[config.mk]
export PLATFORM = sky130hd
export DESIGN_NAME = dma_irq_clear_combined_status
export DESIGN_NICKNAME = d
export VERILOG_FILES = /design/src/core/dma_irq_pkg.sv /design/src/core/dma_irq_clear_combined_status.sv /design/src/core/irq_class_status.sv
export SDC_FILE = /design/constraint.sdc
export NUM_CORES = 1
export LEC_CHECK = 0
export BUFFER_PORTS_ARGS = -buffer_cell sky130_fd_sc_hd__buf_2
export CORE_UTILIZATION = 38
export DETAILED_ROUTE_END_ITERATION = 7
export PLACE_DENSITY = 0.79
export SYNTH_ARGS = -nofsm -noshare
export SYNTH_HDL_FRONTEND = slang
export SYNTH_SLANG_ARGS = --single-unit
[constraint.sdc]
create_clock -name CLOCK -period 1.6 [get_ports CLOCK]
set_input_delay 0.08 -clock CLOCK [delete_from_list [all_inputs] [get_ports CLOCK]]
set_output_delay 0.08 -clock CLOCK [all_outputs]
set_load 0.05 [all_outputs]
[src/core/dma_irq_pkg.sv]
// constants and carrier types for the dma interrupt clear and summary block
// assumes a three-channel dma core and an ahb-lite register port on one clock
package dma_irq_pkg;

    // channels served by every interrupt class
    localparam int CHANNELS = 3;
    // interrupt classes held in this block: block, source, dest, fault
    localparam int CLASSES = 4;
    localparam int ADDR_W = 12;

    // status-clear words, low halves, index 0 block .. 3 fault
    localparam logic [3:0][11:0] CLEAR_LO_OFS = {12'h358, 12'h350, 12'h348, 12'h340};
    // reserved upper companion words
    localparam logic [3:0][11:0] CLEAR_HI_OFS = {12'h35C, 12'h354, 12'h34C, 12'h344};
    localparam logic [11:0] BLOCK_CLEAR_LO_OFS = 12'h340;
    localparam logic [11:0] SOURCE_CLEAR_LO_OFS = 12'h348;
    localparam logic [11:0] DEST_CLEAR_LO_OFS = 12'h350;
    localparam logic [11:0] FAULT_CLEAR_LO_OFS = 12'h358;
    localparam logic [11:0] SUMMARY_LO_OFS = 12'h360;

    // summary word layout
    localparam int SUM_TRANSFER_BIT = 0;
    localparam int SUM_BLOCK_BIT = 1;
    localparam int SUM_SOURCE_BIT = 2;
    localparam int SUM_DEST_BIT = 3;
    localparam int SUM_FAULT_BIT = 4;
    localparam int SUM_W = 5;

    // values after reset
    localparam logic [31:0] WORD_RESET = 32'h0000_0000;
    localparam logic [SUM_W-1:0] SUMMARY_RESET = 5'h00;
    localparam logic [CHANNELS-1:0] STATUS_RESET = 3'h0;

    // ahb-lite encodings
    localparam logic HRESP_OKAY = 1'b0;

    // one bit per channel for each class; packed so class k sits at [k*CHANNELS +: CHANNELS]
    typedef struct packed {
        logic [CHANNELS-1:0] fault;
        logic [CHANNELS-1:0] dest;
        logic [CHANNELS-1:0] source;
        logic [CHANNELS-1:0] block;
    } class_bits_t;

endpackage

[src/core/dma_irq_clear_combined_status.sv]
// dma interrupt status-clear registers and combined summary word, ahb-lite slave
// assumes ahb signals and dma events are on CLOCK; transfer-done status comes from elsewhere
`timescale 1ns/1ns
module dma_irq_clear_combined_status (
    // clock and reset
    input wire logic CLOCK,
    input wire logic RESET_N,
    // ahb-lite slave
    input wire logic HSEL,
    input wire logic [dma_irq_pkg::ADDR_W-1:0] HADDR,
    input wire logic [1:0] HTRANS,
    input wire logic HWRITE,
    input wire logic [2:0] HSIZE,
    input wire logic [31:0] HWDATA,
    input wire logic HREADY,
    output logic [31:0] HRDATA,
    output logic HREADYOUT,
    output logic HRESP,
    // dma core events, one-cycle pulses per channel and class
    input wire dma_irq_pkg::class_bits_t EVENT_SET,
    // transfer-done status held outside this block
    input wire logic [dma_irq_pkg::CHANNELS-1:0] TRANSFER_DONE_STATUS,
    // held status and summary back to the dma core
    output dma_irq_pkg::class_bits_t CLASS_STATUS,
    output logic [dma_irq_pkg::SUM_W-1:0] SUMMARY_STATUS
);

    localparam int CH = dma_irq_pkg::CHANNELS;

    // address phase capture
    logic wr_phase_reg;
    logic [dma_irq_pkg::ADDR_W-1:0] addr_phase_reg;
    logic [31:0] rdata_reg;
    logic [31:0] rdata_next;
    logic hreadyout_reg;
    logic hresp_reg;
    logic [dma_irq_pkg::SUM_W-1:0] summary_reg;

    wire access_ok = HSEL && HREADY && HTRANS[1];
    wire rd_access = access_ok && !HWRITE;
    wire wr_access = access_ok && HWRITE;

    dma_irq_pkg::class_bits_t status_bits;
    dma_irq_pkg::class_bits_t clear_bits;
    wire [dma_irq_pkg::SUM_W-1:0] summary_now;

    // per-channel clear mask for one class in the data phase of a write
    function automatic logic [CH-1:0] clear_mask(
        input logic wr,
        input logic [dma_irq_pkg::ADDR_W-1:0] addr,
        input logic [11:0] ofs,
        input logic [31:0] wdata
    );
        logic [CH-1:0] m;
        m = '0;
        if (wr && addr == ofs) begin
            m = wdata[CH-1:0];
        end
        return m;
    endfunction

    assign clear_bits.block = clear_mask(wr_phase_reg, addr_phase_reg,
        dma_irq_pkg::BLOCK_CLEAR_LO_OFS, HWDATA);
    assign clear_bits.source = clear_mask(wr_phase_reg, addr_phase_reg,
        dma_irq_pkg::SOURCE_CLEAR_LO_OFS, HWDATA);
    assign clear_bits.dest = clear_mask(wr_phase_reg, addr_phase_reg,
        dma_irq_pkg::DEST_CLEAR_LO_OFS, HWDATA);
    assign clear_bits.fault = clear_mask(wr_phase_reg, addr_phase_reg,
        dma_irq_pkg::FAULT_CLEAR_LO_OFS, HWDATA);
    // upper words decode to nothing, so writes there are dropped

    for (genvar k = 0; k < dma_irq_pkg::CLASSES; k++) begin : g_class
        irq_class_status #(
            .WIDTH(CH)
        ) u_status (
            .clock(CLOCK),
            .reset_n(RESET_N),
            .set(EVENT_SET[k*CH +: CH]),
            .clear(clear_bits[k*CH +: CH]),
            .status(status_bits[k*CH +: CH])
        );
    end

    assign summary_now[dma_irq_pkg::SUM_FAULT_BIT] = |status_bits.fault;
    assign summary_now[dma_irq_pkg::SUM_DEST_BIT] = |status_bits.dest;
    assign summary_now[dma_irq_pkg::SUM_SOURCE_BIT] = |status_bits.source;
    assign summary_now[dma_irq_pkg::SUM_BLOCK_BIT] = |status_bits.block;
    assign summary_now[dma_irq_pkg::SUM_TRANSFER_BIT] = |TRANSFER_DONE_STATUS;

    // read mux, only the summary word carries data
    // clear words, upper words and unmapped offsets all read zero
    always_comb begin
        rdata_next = dma_irq_pkg::WORD_RESET;
        if (rd_access && HADDR == dma_irq_pkg::SUMMARY_LO_OFS) begin
            rdata_next = {27'h0000000, summary_now};
        end
    end

    always_ff @(posedge CLOCK or negedge RESET_N) begin
        if (!RESET_N) begin
            wr_phase_reg <= 1'b0;
            addr_phase_reg <= '0;
        end else begin
            wr_phase_reg <= wr_access;
            addr_phase_reg <= HADDR;
        end
    end

    always_ff @(posedge CLOCK or negedge RESET_N) begin
        if (!RESET_N) begin
            rdata_reg <= dma_irq_pkg::WORD_RESET;
            summary_reg <= dma_irq_pkg::SUMMARY_RESET;
            hreadyout_reg <= 1'b1;
            hresp_reg <= dma_irq_pkg::HRESP_OKAY;
        end else begin
            rdata_reg <= rdata_next;
            summary_reg <= summary_now;
            hreadyout_reg <= 1'b1;
            hresp_reg <= dma_irq_pkg::HRESP_OKAY;
        end
    end

    assign HRDATA = rdata_reg;
    assign HREADYOUT = hreadyout_reg;
    assign HRESP = hresp_reg;
    assign CLASS_STATUS = status_bits;
    assign SUMMARY_STATUS = summary_reg;
endmodule

[src/core/irq_class_status.sv]
// one interrupt class: sticky per-channel status, set by the dma core, cleared by software
// assumes set and clear come from logic on the same clock
`timescale 1ns/1ns
module irq_class_status #(
    parameter int WIDTH = 3
) (
    // clock and reset
    input wire logic clock,
    input wire logic reset_n,
    // hardware events and software clears, one bit per channel
    input wire logic [WIDTH-1:0] set,
    input wire logic [WIDTH-1:0] clear,
    // held status
    output logic [WIDTH-1:0] status
);

    logic [WIDTH-1:0] status_reg;
    logic [WIDTH-1:0] status_next;

    if (WIDTH < 1 || WIDTH > 32) begin : g_bad_width
        $error("irq_class_status: WIDTH must be 1 to 32");
    end

    // one clears bit
    // a set in the same cycle as a clear wins, so no event is lost
    assign status_next = (status_reg & ~clear) | set;

    always_ff @(posedge clock or negedge reset_n) begin
        if (!reset_n) begin
            status_reg <= '0;
        end else begin
            status_reg <= status_next;
        end
    end

    assign status = status_reg;
endmodule

; After elaboration in Yosys (flattened, before gate mapping)
; Index checks and enable logic that the tools add are counted.
[word_totals]
mem_count = 0
rom_bits = 0
ramBits = 0
latch_bits = 0
reg_bits = 62
[classes]
shifts = 0
muxes = 5
bitwise = 12
mul = 0
addsub = 0
eq_ne = 5
magnitude_cmp = 0
n_reduce_logical = 15
div = 0
[ops]
columns = op, n
row1 = $eq A12 B10 Y1 const B, 5
row2 = $reduce_or A3 Y1, 5
row3 = $and A3 B3 Y3, 4
row4 = $mux W3, 4
row5 = $not A3 Y3, 4
row6 = $or A3 B3 Y3, 4
row7 = $logic_and A1 B1 Y1, 9
row8 = $mux W5, 1
row9 = $logic_not A1 Y1, 1

; Logic depth before layout (Yosys ltp)
; Gate-level depths: netlist of run 1.
[depth]
word_depth = 6
ltp_mapped = 3
depth_no_buf = 3

; By module
; From an unflattened synthesis of run 1, not the netlist that was laid out.
[hier_totals]
cells_unflattened = 133
hier_area_um2 = 1503.9
[by_module_without_submodules]
columns = module, cells_per_inst, area_per_inst_um2, instances
row1 = dma_irq_clear_combined_status, 97, 1068.5, 1
row2 = irq_class_status, 9, 108.9, 4

; Least setup slack after synthesis of run 1
; No wires, ideal clock.
[synth_timing]
kind = reg-to-reg
startpoint = register addr_phase_reg[7] (netlist name)
endpoint = register g_class[0].u_status.status_reg[0]
arrival_time_ps = 1284
required_ps = 1441
setup_slack_ps = 157
period_less_slack_ps = 1443
stages_incl_launch_ff = 4
path_cell_list = dfrtp_1 nand4bb_1 nor4b_1 a31oi_1
[synth_between]
elab_chain_cells = 6
[synth_rtl]
columns = element, line_no
row1 = "start, declared", dma_irq_clear_combined_status.sv:32  ; logic [dma_irq_pkg::ADDR_W-1:0] addr_phase_reg;
row2 = "start signal, assigned", dma_irq_clear_combined_status.sv:102  ; addr_phase_reg <= '0;
row3 = "start signal, assigned", dma_irq_clear_combined_status.sv:105  ; addr_phase_reg <= HADDR;
row4 = $eq A12 B10 Y1, dma_irq_clear_combined_status.sv:56  ; if (wr && addr == ofs) begin
row5 = $logic_and A1 B1 Y1, dma_irq_clear_combined_status.sv:56
row6 = $mux W3, dma_irq_clear_combined_status.sv:56
row7 = $not A3 Y3, irq_class_status.sv:26  ; assign status_next = (status_reg & ~clear) | set;
row8 = $and A3 B3 Y3, irq_class_status.sv:26
row9 = $or A3 B3 Y3, irq_class_status.sv:26
row10 = named net g_class[0].u_status.status_next[0], irq_class_status.sv:18  ; logic [WIDTH-1:0] status_next;
row11 = "end signal, assigned", irq_class_status.sv:32  ; status_reg <= status_next;
row12 = "end, declared", irq_class_status.sv:17  ; logic [WIDTH-1:0] status_reg;
; The timed path passes the listed nets, and every way through them passes these cells.

; Final worst setup path of run 1
[layout_timing]
startpoint = input port HADDR[7] (netlist name)
endpoint = register rdata_reg[4] (netlist: HRDATA[4])
[layout_between]
elab_chain_cells = 3
[layout_rtl]
columns = element, line_no
row1 = "start, declared", dma_irq_clear_combined_status.sv:10  ; input wire logic [dma_irq_pkg::ADDR_W-1:0] HADDR,
row2 = $eq A12 B10 Y1, dma_irq_clear_combined_status.sv:94  ; if (rd_access && HADDR == dma_irq_pkg::SUMMARY_LO_OFS) begin
row3 = $logic_and A1 B1 Y1, dma_irq_clear_combined_status.sv:94
row4 = $mux W5, dma_irq_clear_combined_status.sv:94
row5 = named net rdata_next[4], dma_irq_clear_combined_status.sv:34  ; logic [31:0] rdata_next;
row6 = "end signal, assigned", dma_irq_clear_combined_status.sv:111  ; rdata_reg <= dma_irq_pkg::WORD_RESET;
row7 = "end signal, assigned", dma_irq_clear_combined_status.sv:116  ; rdata_reg <= rdata_next;
row8 = "end, declared", dma_irq_clear_combined_status.sv:33  ; logic [31:0] rdata_reg;
; The timed path passes the listed nets, and every way through them passes these cells.

==> impl_results.html, run 1 <==
<table>
<tr><th>Metric</th><th>Value</th></tr>
<tr><th colspan="2">Setup path</th></tr>
<tr><td>Cell-by-cell listing of the critical path</td><td>dlygate4sd3_1 &gt; buf_2 &gt; nand4b_1 &gt; or4_4 &gt; nor3b_1</td></tr>
<tr><td>Register-to-register setup slack</td><td>0.37 ns</td></tr>
<tr><td>Cell type of the slowest stage on the worst timing path</td><td>sky130_fd_sc_hd__or4_4</td></tr>
<tr><td>Maximum fanout along the worst path</td><td>5</td></tr>
<tr><td>Required time worst endpoint</td><td>1.79 ns</td></tr>
<tr><td>Startpoint of the lowest-slack register-to-register path</td><td>addr_phase_reg[7]</td></tr>
<tr><td>Largest incremental delay on the critical path</td><td>0.54 ns</td></tr>
<tr><td>Worst R2R Path Depth</td><td>4</td></tr>
<tr><td>Data arrival, critical path</td><td>~1.7 ns</td></tr>
<tr><td>Type of element launching the critical path</td><td>input pin</td></tr>
<tr><td>Worst reg2reg endpoint</td><td>g_class[0].u_status.status[1]</td></tr>
<tr><td>Crit. End Element</td><td>flop</td></tr>
<tr><td>Type of the worst setup path</td><td>in -&gt; reg</td></tr>
<tr><th colspan="2">Power</th></tr>
<tr><td>Power density of the placed cells</td><td>around 920 mW/mm^2</td></tr>
<tr><td>Maximum resistive drop on vdd</td><td>about 340 uV</td></tr>
<tr><td>Leakage power</td><td>0.000853 uW</td></tr>
<tr><td>Total power after layout</td><td>1800 uW</td></tr>
<tr><th colspan="2">Yosys</th></tr>
<tr><td>Count of flip-flops with a built-in enable after synthesis</td><td>0</td></tr>
<tr><td>Cell Area, Synth</td><td>0.00148 mm^2</td></tr>
<tr><td>Netlist cell types</td><td>18</td></tr>
<tr><td>Number of warnings reported in the yosys synthesis log</td><td>0</td></tr>
<tr><td>Most common cell in the netlist</td><td>sky130_fd_sc_hd__dfrtp_1</td></tr>
<tr><td>Sequential-to-total area share from yosys stat</td><td>0.592</td></tr>
<tr><td>Number of standard cells after synthesis</td><td>128</td></tr>
<tr><td>Cell taking the most area after synthesis</td><td>sky130_fd_sc_hd__dfrtp_1</td></tr>
<tr><td>Top cells by area, synth</td><td>sky130_fd_sc_hd__dfrtp_1 (59%), sky130_fd_sc_hd__buf_4 (15%), sky130_fd_sc_hd__nor3b_1 (5.6%)</td></tr>
<tr><td>Synth top area share</td><td>0.592</td></tr>
<tr><td>Syn avg cell area</td><td>11.6 um^2</td></tr>
<tr><td>Commonest cells post-synth</td><td>sky130_fd_sc_hd__dfrtp_1 (35), sky130_fd_sc_hd__buf_4 (29), sky130_fd_sc_hd__a31oi_1 (12), sky130_fd_sc_hd__nor2_1 (12), sky130_fd_sc_hd__nor3b_1 (11)</td></tr>
<tr><td>Primary FF master, synth</td><td>sky130_fd_sc_hd__dfrtp_1</td></tr>
<tr><td>Async S/R FF share, synth</td><td>1.00</td></tr>
<tr><td>#FFs+latches synth</td><td>35</td></tr>
<tr><th colspan="2">Timing</th></tr>
<tr><td>Highest clock rate</td><td>664 MHz</td></tr>
<tr><td>Pin slew with the least headroom to its limit</td><td>0.744 ns</td></tr>
<tr><td>RSZ-0062 raised after global routing</td><td>false</td></tr>
<tr><td>Final setup violation count</td><td>0</td></tr>
<tr><td>Final clock period utilization by the worst path</td><td>0.942</td></tr>
<tr><td>Worst-case clock skew</td><td>0.00170 ns</td></tr>
<tr><td>Final number of max-transition violations</td><td>0</td></tr>
<tr><td>Total count of hold-check failures in the final report</td><td>0</td></tr>
<tr><td>Min Clock Period, post-route</td><td>~1.5 ns</td></tr>
<tr><td>Worst slew margin</td><td>0.504</td></tr>
<tr><td>Accumulated negative setup slack</td><td>0 ns</td></tr>
<tr><th colspan="2">Floorplan</th></tr>
<tr><td>DIE WIDTH</td><td>around 64 um</td></tr>
<tr><td>Floorplan die area</td><td>0.00415 mm^2</td></tr>
<tr><td>Core box area</td><td>0.00369 mm^2</td></tr>
<tr><td>Count of standard-cell rows</td><td>22</td></tr>
<tr><td>I/O pins</td><td>120</td></tr>
<tr><td>Initial Utilization</td><td>0.401</td></tr>
<tr><td>Height of the chip</td><td>between 60 and 70 um</td></tr>
<tr><th colspan="2">Cells and area</th></tr>
<tr><td>Layout cell share with drive strength beyond 1</td><td>0.338</td></tr>
<tr><td>Net count, final</td><td>273</td></tr>
<tr><td>Area added between synthesis and finish</td><td>31.6%</td></tr>
<tr><td>Total inserted antenna cells</td><td>0</td></tr>
<tr><td>Final design area excluding fillers</td><td>0.00195 mm^2</td></tr>
<tr><th colspan="2">Routing</th></tr>
<tr><td>Final antenna-violating net count</td><td>0</td></tr>
<tr><td>DRC violation total after the first TritonRoute iteration</td><td>27</td></tr>
<tr><td>Routed length per instance</td><td>11.7 um</td></tr>
<tr><td>Routed Wire Length</td><td>2940 um</td></tr>
<tr><td>Routed via count divided by cell count</td><td>4.54</td></tr>
<tr><td>Count of unresolved DRC violations after routing</td><td>0</td></tr>
<tr><td>Via total after detailed routing</td><td>1,144</td></tr>
<tr><td>Pre-Repair DR Iteration Count</td><td>4</td></tr>
<tr><th colspan="2">Clock tree</th></tr>
<tr><td>Root Driver</td><td>sky130_fd_sc_hd__clkbuf_8</td></tr>
<tr><td>Number of cells upsized or downsized after cts</td><td>0</td></tr>
<tr><td>CTS sink cnt</td><td>35</td></tr>
<tr><td>Largest buffer count on any clock path</td><td>2</td></tr>
<tr><td>Deepest level of the CTS H-tree</td><td>2</td></tr>
<tr><td>Source-to-sink clock delay at the later pin of the worst-skew pair</td><td>0.28 ns</td></tr>
<tr><td>CTS tree</td><td>done</td></tr>
<tr><td>TritonCTS Buffers</td><td>5</td></tr>
<tr><td>Clock-pin transition on the worst setup and hold timing paths</td><td>0.06 ns</td></tr>
<tr><th colspan="2">Job</th></tr>
<tr><td>Max-cap violations</td><td>0</td></tr>
<tr><th colspan="2">Worst hold path</th></tr>
<tr><td>Sink of the worst hold path</td><td>SUMMARY_STATUS[0]</td></tr>
<tr><td>Hold Path Class</td><td>in -&gt; reg</td></tr>
<tr><td>Hold Startpoint</td><td>TRANSFER_DONE_STATUS[2]</td></tr>
<tr><td>Number of cells on the worst hold path</td><td>2</td></tr>
<tr><th colspan="2">GRT</th></tr>
<tr><td>Via count of the first global-routing pass</td><td>1,082</td></tr>
<tr><td>First-pass GRT wire length</td><td>4730 um</td></tr>
<tr><td>Remaining global-route overflow</td><td>0</td></tr>
<tr><td>Global router's overall resource usage</td><td>0.155</td></tr>
<tr><td>Largest net degree at the start of global routing</td><td>36</td></tr>
<tr><td>Initial antenna violation count</td><td>0</td></tr>
<tr><th colspan="2">Status</th></tr>
<tr><td>Status</td><td>finished clean</td></tr>
<tr><th colspan="2">Placement</th></tr>
<tr><td>Post-DP HPWL</td><td>2210 um</td></tr>
<tr><td>Gpl congestion</td><td>0.799</td></tr>
<tr><td>Area of placed instances</td><td>0.00173 mm^2</td></tr>
<tr><td>Port buffer count</td><td>between 50 and 60</td></tr>
</table>
==> cells in the final DEF (no fill, tap or decap), drive strengths merged, types with 2 or more instances in the layout <==
cell and instances:
nor2 12, dlygate4sd3 13, conb 29, a31oi 12, clkbuf 6, nor3 8, nor4b 2, buf 60
or3 5, nor3b 11, nand2b 3, dfrtp 35
==> worst max-delay path by stage <==
stage | startpoint | to | slack (ns) | depth (start not counted)
floorplan | addr_phase_reg[7] | g_class[0].u_status.status[0] | 0.16 | 3
global placement | HADDR[3] | HRDATA[1] | 0.13 | 4
detailed placement | HADDR[3] | HRDATA[4] | 0.07 | 4
CTS | HADDR[7] | HRDATA[4] | 0.07 | 5
global route | HADDR[7] | HRDATA[4] | 0.005 | 5
finish | HADDR[7] | HRDATA[4] | 0.09 | 5
==> power by group <==
group | internal [uW] | switching (uW)
clock network | 337 | 283
registers | 902 | 9.78
logic | 63.7 | 202
==> logic make-up (layout without fill, tap and decap cells) <==
kind of cell | count (synthesis) | count (layout) | share of synthesized area
simple gates | 48 | 48 | 0.200
flops | 35 | 35 | 0.592
compound gates | 12 | 12 | 0.0508
buf+inv | 31 | 80 | 0.152
other cells | 2 | 29 | 0.00508
==> final cells by class <==
cell class / count / area (um^2)
tap: 48 / 60.1
multi-input combinational: 89 / 485
clock inverter: 1 / 5.00
timing repair buffer: 73 / 438
clock buffer: 6 / 82.6
fill: 325 / 1740
sequential: 35 / 876
==> critical path, delay by kind of cell <==
family / cells / cell delay (ns)
buffers and inverters: 2 / 0.65
AND/OR/NAND/NOR: 3 / 0.96
==> what timing repair did <==
item | in CTS | in global routing
buffers inserted | 0 | 0
endpoints found under the hold margin | 47 | 0
hold buffers | 13 | 0
==> routing by layer <==
| metal | track usage | routed length, um | vias to the layer above |
|---|---|---|---|
| met3 | 0.0589 | 244 | 2 |
| met4 | 0.0611 | 16 | 0 |
| met1 | 0.168 | 1140 | 541 |
| met5 | 0 | 0 | - |
| li1 | - | - | 540 |
| met2 | 0.271 | 1540 | 61 |
==> per-stage QoR <==
stage,std cells,utilization,hold WS [ns],setup slack (ns)
floorplan,155,-,-0.216,0.157
global placement,232,0.469,0.178,0.131
detailed placement,232,0.469,0.185,0.0666
CTS,252,0.528,0.0139,0.0688
global route,252,0.528,0.0110,0.00492
finish,252,0.528,0.0192,0.0935
(Power assumes the default switching activity.)
==> run 2, diff against run 1 <==
--- a/config.mk
+++ b/config.mk
@@ -6,9 +6,9 @@
 export NUM_CORES = 1
 export LEC_CHECK = 0
 export BUFFER_PORTS_ARGS = -buffer_cell sky130_fd_sc_hd__buf_2
-export CORE_UTILIZATION = 38
+export CORE_UTILIZATION = 41
 export DETAILED_ROUTE_END_ITERATION = 7
-export PLACE_DENSITY = 0.79
+export PLACE_DENSITY = 0.84
 export SYNTH_ARGS = -nofsm -noshare
 export SYNTH_HDL_FRONTEND = slang
 export SYNTH_SLANG_ARGS = --single-unit
==> constraint.sdc (replaced) <==
create_clock -name CLOCK -period 1.9 [get_ports CLOCK]
set_input_delay 0.095 -clock CLOCK [delete_from_list [all_inputs] [get_ports CLOCK]]
set_output_delay 0.095 -clock CLOCK [all_outputs]
set_load 0.05 [all_outputs]
==> impl_results.html, run 2 (same netlist as run 1, synthesis figures left out) <==
<table>
<tr><th>Metric</th><th>Value</th></tr>
<tr><th colspan="2">Floorplan</th></tr>
<tr><td>Floorplan die area</td><td>0.00385 mm^2</td></tr>
<tr><td>Initial Utilization</td><td>0.436</td></tr>
<tr><td>Count of standard-cell rows</td><td>21</td></tr>
<tr><td>DIE WIDTH</td><td>between 60 and 70 um</td></tr>
<tr><td>I/O pins</td><td>120</td></tr>
<tr><td>Height of the chip</td><td>62.1 um</td></tr>
<tr><td>Core box area</td><td>0.00339 mm^2</td></tr>
<tr><th colspan="2">GRT</th></tr>
<tr><td>First-pass GRT wire length</td><td>roughly 4400 um</td></tr>
<tr><td>Remaining global-route overflow</td><td>0</td></tr>
<tr><td>Largest net degree at the start of global routing</td><td>36</td></tr>
<tr><td>Global router's overall resource usage</td><td>0.165</td></tr>
<tr><td>Via count of the first global-routing pass</td><td>around 1,000</td></tr>
<tr><td>Initial antenna violation count</td><td>0</td></tr>
<tr><th colspan="2">Timing</th></tr>
<tr><td>Highest clock rate</td><td>a little under 600 MHz</td></tr>
<tr><td>RSZ-0062 raised after global routing</td><td>false</td></tr>
<tr><td>Worst-case clock skew</td><td>0.00781 ns</td></tr>
<tr><td>Accumulated negative setup slack</td><td>0 ns</td></tr>
<tr><td>Total count of hold-check failures in the final report</td><td>0</td></tr>
<tr><td>Final clock period utilization by the worst path</td><td>0.901</td></tr>
<tr><td>Post-Route Hold Slack</td><td>0.0232 ns</td></tr>
<tr><td>Min Clock Period, post-route</td><td>between 1.5 and 2 ns</td></tr>
<tr><td>Final setup violation count</td><td>0</td></tr>
<tr><td>Worst slew margin</td><td>0.517</td></tr>
<tr><td>Pin slew with the least headroom to its limit</td><td>0.724 ns</td></tr>
<tr><td>Final number of max-transition violations</td><td>0</td></tr>
<tr><th colspan="2">Routing</th></tr>
<tr><td>Pre-Repair DR Iteration Count</td><td>4</td></tr>
<tr><td>Routed via count divided by cell count</td><td>4.50</td></tr>
<tr><td>Final antenna-violating net count</td><td>0</td></tr>
<tr><td>Routed Wire Length</td><td>2970 um</td></tr>
<tr><td>DRC violation total after the first TritonRoute iteration</td><td>22</td></tr>
<tr><td>Routed length per instance</td><td>around 12 um</td></tr>
<tr><td>Via total after detailed routing</td><td>~1,200</td></tr>
<tr><td>Count of unresolved DRC violations after routing</td><td>0</td></tr>
<tr><th colspan="2">Power</th></tr>
<tr><td>Switching power as a share of total power</td><td>0.271</td></tr>
<tr><td>Flop pwr share</td><td>0.495</td></tr>
<tr><td>Maximum resistive drop on vdd</td><td>464 uV</td></tr>
<tr><td>Clk pwr share</td><td>0.355</td></tr>
<tr><td>Power density of the placed cells</td><td>778 mW/mm^2</td></tr>
<tr><td>Internal power</td><td>1130 uW</td></tr>
<tr><td>Switching component of the power</td><td>420 uW</td></tr>
<tr><td>Leakage power</td><td>0.000873 uW</td></tr>
<tr><td>Combinational share of power</td><td>0.150</td></tr>
<tr><th colspan="2">Status</th></tr>
<tr><td>Status</td><td>finished clean</td></tr>
<tr><th colspan="2">Placement</th></tr>
<tr><td>Post-DP HPWL</td><td>about 2100 um</td></tr>
<tr><td>Port buffer count</td><td>between 50 and 60</td></tr>
<tr><td>Gpl congestion</td><td>0.708</td></tr>
<tr><th colspan="2">Job</th></tr>
<tr><td>Max-cap violations</td><td>0</td></tr>
<tr><th colspan="2">Setup path</th></tr>
<tr><td>Register-to-register setup slack</td><td>~0.63 ns</td></tr>
<tr><td>Startpoint of the lowest-slack register-to-register path</td><td>addr_phase_reg[7]</td></tr>
<tr><td>Worst reg2reg endpoint</td><td>g_class[0].u_status.status[2]</td></tr>
<tr><td>Maximum fanout along the worst path</td><td>5</td></tr>
<tr><td>Required time worst endpoint</td><td>2.15 ns</td></tr>
<tr><td>Crit. End Element</td><td>flop</td></tr>
<tr><td>Type of element launching the critical path</td><td>input pin</td></tr>
<tr><td>Data arrival, critical path</td><td>1.96 ns</td></tr>
<tr><td>Type of the worst setup path</td><td>in -&gt; reg</td></tr>
<tr><td>Worst R2R Path Depth</td><td>4</td></tr>
<tr><th colspan="2">Clock tree</th></tr>
<tr><td>Post-CTS Setup Bufs</td><td>0</td></tr>
<tr><td>Clock-pin transition on the worst setup and hold timing paths</td><td>0.11 ns</td></tr>
<tr><td>CTS tree</td><td>done</td></tr>
<tr><td>CTS sink cnt</td><td>35</td></tr>
<tr><td>TritonCTS Buffers</td><td>5</td></tr>
<tr><td>Deepest level of the CTS H-tree</td><td>2</td></tr>
<tr><td>Root Driver</td><td>sky130_fd_sc_hd__clkbuf_4</td></tr>
<tr><td>Source-to-sink clock delay at the later pin of the worst-skew pair</td><td>between 0.3 and 0.4 ns</td></tr>
<tr><td>Largest buffer count on any clock path</td><td>2</td></tr>
<tr><th colspan="2">Cells and area</th></tr>
<tr><td>Commonest non-fill, non-tap cell in the layout</td><td>sky130_fd_sc_hd__buf_2</td></tr>
<tr><td>Post-layout util</td><td>0.588</td></tr>
<tr><td>Most frequent cells in the layout</td><td>sky130_fd_sc_hd__buf_2 (57), sky130_fd_sc_hd__dfrtp_1 (35), sky130_fd_sc_hd__conb_1 (29), sky130_fd_sc_hd__dlygate4sd3_1 (18)</td></tr>
<tr><td>Layout cell share with drive strength beyond 1</td><td>0.333</td></tr>
<tr><td>Storage cell area</td><td>876 um^2</td></tr>
<tr><td>Total inserted antenna cells</td><td>0</td></tr>
<tr><td>Filler instances</td><td>285</td></tr>
<tr><td>Area added between synthesis and finish</td><td>34.8%</td></tr>
<tr><td>Net count, final</td><td>between 200 and 300</td></tr>
<tr><td>Area used by multi-input combinational logic</td><td>485 um^2</td></tr>
<tr><th colspan="2">Worst hold path</th></tr>
<tr><td>Hold Startpoint</td><td>EVENT_SET[10]</td></tr>
<tr><td>Hold Path Class</td><td>in -&gt; reg</td></tr>
<tr><td>Number of cells on the worst hold path</td><td>3</td></tr>
<tr><td>Sink of the worst hold path</td><td>g_class[3].u_status.status[1]</td></tr>
</table>
[run 2: cell types whose count changed in the layout (fill, tap and decap cells not counted)]
cell,change
sky130_fd_sc_hd__bufinv_16,+1
sky130_fd_sc_hd__clkbuf_4,+5
sky130_fd_sc_hd__clkbuf_8,-5
sky130_fd_sc_hd__dlygate4sd3_1,+5
[run 2: layer usage]
metal  part of all wire  vias to the layer above  global-route usage
met5                  0                        -                   0
met4             0.0024                        0              0.0571
met3              0.088                        2              0.0642
met2               0.51                       66               0.290
met1               0.40                      528               0.180
li1                   -                      555                   -
[run 2: critical path, cell delays in order]
cell and delay [ns]:
sky130_fd_sc_hd__dlygate4sd3_1 0.53, sky130_fd_sc_hd__buf_2 0.12, sky130_fd_sc_hd__or4b_1 0.51, sky130_fd_sc_hd__or4_4 0.48
sky130_fd_sc_hd__nor3b_1 0.22
[run 2: stage by stage]
stage          power (uW)  setup WS, ns  instance area (um^2)  instances
2_1_floorplan         969         0.457                  1580        155
3_3_place_gp          984         0.406                  1730        230
3_5_place_dp          987         0.386                  1730        230
4_1_cts              1560         0.198                  1960        253
5_1_grt              1630         0.108                  1990        256
6_report             1550         0.188                  1990        256
[run 2: worst max-delay path by stage]
stage / from / endpoint / slack, ns / depth (start not counted)
after global placement: HADDR[3] / HRDATA[0] / 0.41 / 4
after floorplan: addr_phase_reg[7] / g_class[0].u_status.status[0] / 0.46 / 3
final: HADDR[3] / HRDATA[4] / 0.19 / 5
after global routing: HADDR[3] / HRDATA[0] / 0.11 / 5
after CTS: HADDR[3] / HRDATA[4] / 0.20 / 5
after detailed placement: HADDR[3] / HRDATA[4] / 0.39 / 4
[run 2: cell type report]
type | instances | share of cell area
clock buffers | 6 | 0.0257
clock inverters | 2 | 0.0176
repair buffers | 78 | 0.245
multi-input cells | 89 | 0.244
flip-flops and latches | 35 | 0.439
well taps | 46 | 0.0289
[run 2: timing repair]
item	CTS	global route
hold buffers	15	3
resized for setup	0	0
hold endpoints to repair	48	3
setup endpoints to repair	0	0
[run 2: power groups by stage]
stage	Sequential, uW	Clock, uW	Combinational (uW)
2_1_floorplan	780	0	189
3_3_place_gp	781	0	203
3_5_place_dp	782	0	205
4_1_cts	768	562	228
5_1_grt	770	606	249
6_report	767	550	232
==> run 3, diff against run 2 <==
--- a/config.mk
+++ b/config.mk
@@ -6,9 +6,10 @@
 export NUM_CORES = 1
 export LEC_CHECK = 0
 export BUFFER_PORTS_ARGS = -buffer_cell sky130_fd_sc_hd__buf_2
-export CORE_UTILIZATION = 41
+export CORE_UTILIZATION = 40
+export CTS_BUF_LIST = sky130_fd_sc_hd__clkbuf_4
 export DETAILED_ROUTE_END_ITERATION = 7
-export PLACE_DENSITY = 0.84
+export PLACE_DENSITY = 0.82
 export SYNTH_ARGS = -nofsm -noshare
 export SYNTH_HDL_FRONTEND = slang
 export SYNTH_SLANG_ARGS = --single-unit
==> constraint.sdc (replaced) <==
create_clock -name CLOCK -period 1.8 [get_ports CLOCK]
set_input_delay 0.09 -clock CLOCK [delete_from_list [all_inputs] [get_ports CLOCK]]
set_output_delay 0.09 -clock CLOCK [all_outputs]
set_load 0.05 [all_outputs]
==> impl_results.html, run 3 (same netlist as run 1, synthesis figures left out) <==
<table>
<tr><th>Metric</th><th>Value</th></tr>
<tr><th colspan="2">Setup path</th></tr>
<tr><td>Maximum fanout along the worst path</td><td>5</td></tr>
<tr><td>Data arrival, critical path</td><td>1.95 ns</td></tr>
<tr><td>Type of the worst setup path</td><td>in -&gt; reg</td></tr>
<tr><td>Required time worst endpoint</td><td>2.05 ns</td></tr>
<tr><td>CP top delay family</td><td>simple AND/OR/NAND/NOR gates</td></tr>
<tr><td>Largest incremental delay on the critical path</td><td>0.52 ns</td></tr>
<tr><td>Crit. End Element</td><td>flop</td></tr>
<tr><td>Cell-by-cell listing of the critical path</td><td>dlygate4sd3_1 &gt; buf_2 &gt; or4b_1 &gt; or4_4 &gt; nor3b_1</td></tr>
<tr><td>Type of element launching the critical path</td><td>input pin</td></tr>
<tr><td>Worst Path Buf+Inv</td><td>2</td></tr>
<tr><td>Cell type of the slowest stage on the worst timing path</td><td>sky130_fd_sc_hd__dlygate4sd3_1</td></tr>
<tr><th colspan="2">Cells and area</th></tr>
<tr><td>Total inserted antenna cells</td><td>0</td></tr>
<tr><td>Layout cell share with drive strength beyond 1</td><td>0.337</td></tr>
<tr><td>Post-layout util</td><td>0.565</td></tr>
<tr><td>Commonest non-fill, non-tap cell in the layout</td><td>sky130_fd_sc_hd__buf_2</td></tr>
<tr><td>Net count, final</td><td>between 200 and 300</td></tr>
<tr><td>Area added between synthesis and finish</td><td>31.5%</td></tr>
<tr><td>Most frequent cells in the layout</td><td>sky130_fd_sc_hd__buf_2 (57), sky130_fd_sc_hd__dfrtp_1 (35), sky130_fd_sc_hd__conb_1 (29), sky130_fd_sc_hd__dlygate4sd3_1 (16)</td></tr>
<tr><td>Filler instances</td><td>301</td></tr>
<tr><th colspan="2">Floorplan</th></tr>
<tr><td>Core box area</td><td>0.00344 mm^2</td></tr>
<tr><td>Height of the chip</td><td>62.8 um</td></tr>
<tr><td>Floorplan die area</td><td>0.00394 mm^2</td></tr>
<tr><td>DIE WIDTH</td><td>roughly 63 um</td></tr>
<tr><td>I/O pins</td><td>120</td></tr>
<tr><td>Count of standard-cell rows</td><td>21</td></tr>
<tr><td>Initial Utilization</td><td>0.430</td></tr>
<tr><th colspan="2">Clock tree</th></tr>
<tr><td>Post-CTS Setup Bufs</td><td>0</td></tr>
<tr><td>Largest buffer count on any clock path</td><td>2</td></tr>
<tr><td>Root Driver</td><td>sky130_fd_sc_hd__clkbuf_4</td></tr>
<tr><td>Clock-pin transition on the worst setup and hold timing paths</td><td>0.10 ns</td></tr>
<tr><td>Number of cells upsized or downsized after cts</td><td>0</td></tr>
<tr><td>Source-to-sink clock delay at the later pin of the worst-skew pair</td><td>roughly 0.34 ns</td></tr>
<tr><td>CTS tree</td><td>done</td></tr>
<tr><td>CTS sink cnt</td><td>35</td></tr>
<tr><td>CTS Hold Bufs</td><td>16</td></tr>
<tr><td>TritonCTS Buffers</td><td>5</td></tr>
<tr><td>Deepest level of the CTS H-tree</td><td>2</td></tr>
<tr><th colspan="2">Timing</th></tr>
<tr><td>Worst slew margin</td><td>0.507</td></tr>
<tr><td>Total count of hold-check failures in the final report</td><td>0</td></tr>
<tr><td>Accumulated negative setup slack</td><td>0 ns</td></tr>
<tr><td>Final number of max-transition violations</td><td>0</td></tr>
<tr><td>Final clock period utilization by the worst path</td><td>0.946</td></tr>
<tr><td>Min Clock Period, post-route</td><td>1.70 ns</td></tr>
<tr><td>Worst-case clock skew</td><td>0.00678 ns</td></tr>
<tr><td>Pin slew with the least headroom to its limit</td><td>0.740 ns</td></tr>
<tr><td>Highest clock rate</td><td>587 MHz</td></tr>
<tr><td>Final setup violation count</td><td>0</td></tr>
<tr><td>RSZ-0062 raised after global routing</td><td>false</td></tr>
<tr><th colspan="2">Routing</th></tr>
<tr><td>Routed length per instance</td><td>between 10 and 15 um</td></tr>
<tr><td>Final antenna-violating net count</td><td>0</td></tr>
<tr><td>Routed via count divided by cell count</td><td>4.52</td></tr>
<tr><td>Count of unresolved DRC violations after routing</td><td>0</td></tr>
<tr><td>Routed Wire Length</td><td>3020 um</td></tr>
<tr><td>Pre-Repair DR Iteration Count</td><td>4</td></tr>
<tr><td>Via total after detailed routing</td><td>1,149</td></tr>
<tr><td>DRC violation total after the first TritonRoute iteration</td><td>47</td></tr>
<tr><th colspan="2">GRT</th></tr>
<tr><td>Largest net degree at the start of global routing</td><td>36</td></tr>
<tr><td>Remaining global-route overflow</td><td>0</td></tr>
<tr><td>Global router's overall resource usage</td><td>0.169</td></tr>
<tr><td>Via count of the first global-routing pass</td><td>1,103</td></tr>
<tr><td>First-pass GRT wire length</td><td>5050 um</td></tr>
<tr><td>Initial antenna violation count</td><td>0</td></tr>
<tr><th colspan="2">Job</th></tr>
<tr><td>Max-cap violations</td><td>0</td></tr>
<tr><th colspan="2">Worst hold path</th></tr>
<tr><td>Hold Path Class</td><td>in -&gt; reg</td></tr>
<tr><th colspan="2">Power</th></tr>
<tr><td>Total power after layout</td><td>1490 uW</td></tr>
<tr><td>Maximum resistive drop on vdd</td><td>roughly 280 uV</td></tr>
<tr><td>Leakage power</td><td>0.000853 uW</td></tr>
<tr><td>Power density of the placed cells</td><td>764 mW/mm^2</td></tr>
<tr><th colspan="2">Placement</th></tr>
<tr><td>Gpl congestion</td><td>~0.8</td></tr>
<tr><td>Port buffer count</td><td>57</td></tr>
<tr><td>Post-DP HPWL</td><td>2120 um</td></tr>
<tr><th colspan="2">Status</th></tr>
<tr><td>Status</td><td>finished clean</td></tr>
</table>
-- run 3: through the flow --
| step | instances | hold slack (ns) | instance area [um^2] | setup WS (ns) |
|---|---|---|---|---|
| 6_report | 254 | 0.00392 | 1940 | 0.0976 |
| 5_1_grt | 254 | 0.000192 | 1940 | 0.0450 |
| 4_1_cts | 254 | 0.000121 | 1940 | 0.0879 |
| 3_5_place_dp | 230 | 0.189 | 1730 | 0.275 |
| 3_3_place_gp | 230 | 0.183 | 1730 | 0.329 |
| 2_1_floorplan | 155 | -0.206 | 1580 | 0.357 |
-- run 3: final timing paths --
path,start,to,slack (ns),cells past startpoint
min in group asynchronous,RESET_N,g_class[0].u_status.status[2],0.34,2
worst min register to register,g_class[0].u_status.status[2],SUMMARY_STATUS[1],0.51,1
worst min-delay path,EVENT_SET[11],g_class[3].u_status.status[2],0.004,3
max in group asynchronous,RESET_N,addr_phase_reg[10],0.98,2
worst max register to register,addr_phase_reg[7],g_class[1].u_status.status[0],0.56,4
worst max-delay path,HADDR[3],HRDATA[4],0.1,5
-- run 3: report_power, final --
| group | internal (uW) | switching, uW |
|---|---|---|
| logic | 60.6 | 183 |
| clock network | 182 | 252 |
| registers | 801 | 8.38 |
-- run 3: area by class of cell --
cell class / count / area (um^2) / area share
Sequential cell: 35 / 876 / 0.450
Multi-Input combinational cell: 89 / 485 / 0.250
Timing Repair Buffer: 76 / 468 / 0.241
Tap cell: 46 / 57.6 / 0.0296
Clock buffer: 7 / 52.6 / 0.0270
Clock inverter: 1 / 5.00 / 0.00257
-- run 3: metal layers --
layer	wire [um]	up-vias	GRT usage
met4	48	0	0.0669
met1	1170	532	0.177
met5	0	-	0
met3	310	7	0.0766
met2	1500	65	0.291
li1	-	545	-
-- run 3: worst register-to-register path, stage by stage (launching register included) --
cell and delay, ns:
sky130_fd_sc_hd__dfrtp_1 0.36, sky130_fd_sc_hd__nand4bb_1 0.21, sky130_fd_sc_hd__nor4b_1 0.26, sky130_fd_sc_hd__buf_4 0.20, sky130_fd_sc_hd__a31oi_1 0.09
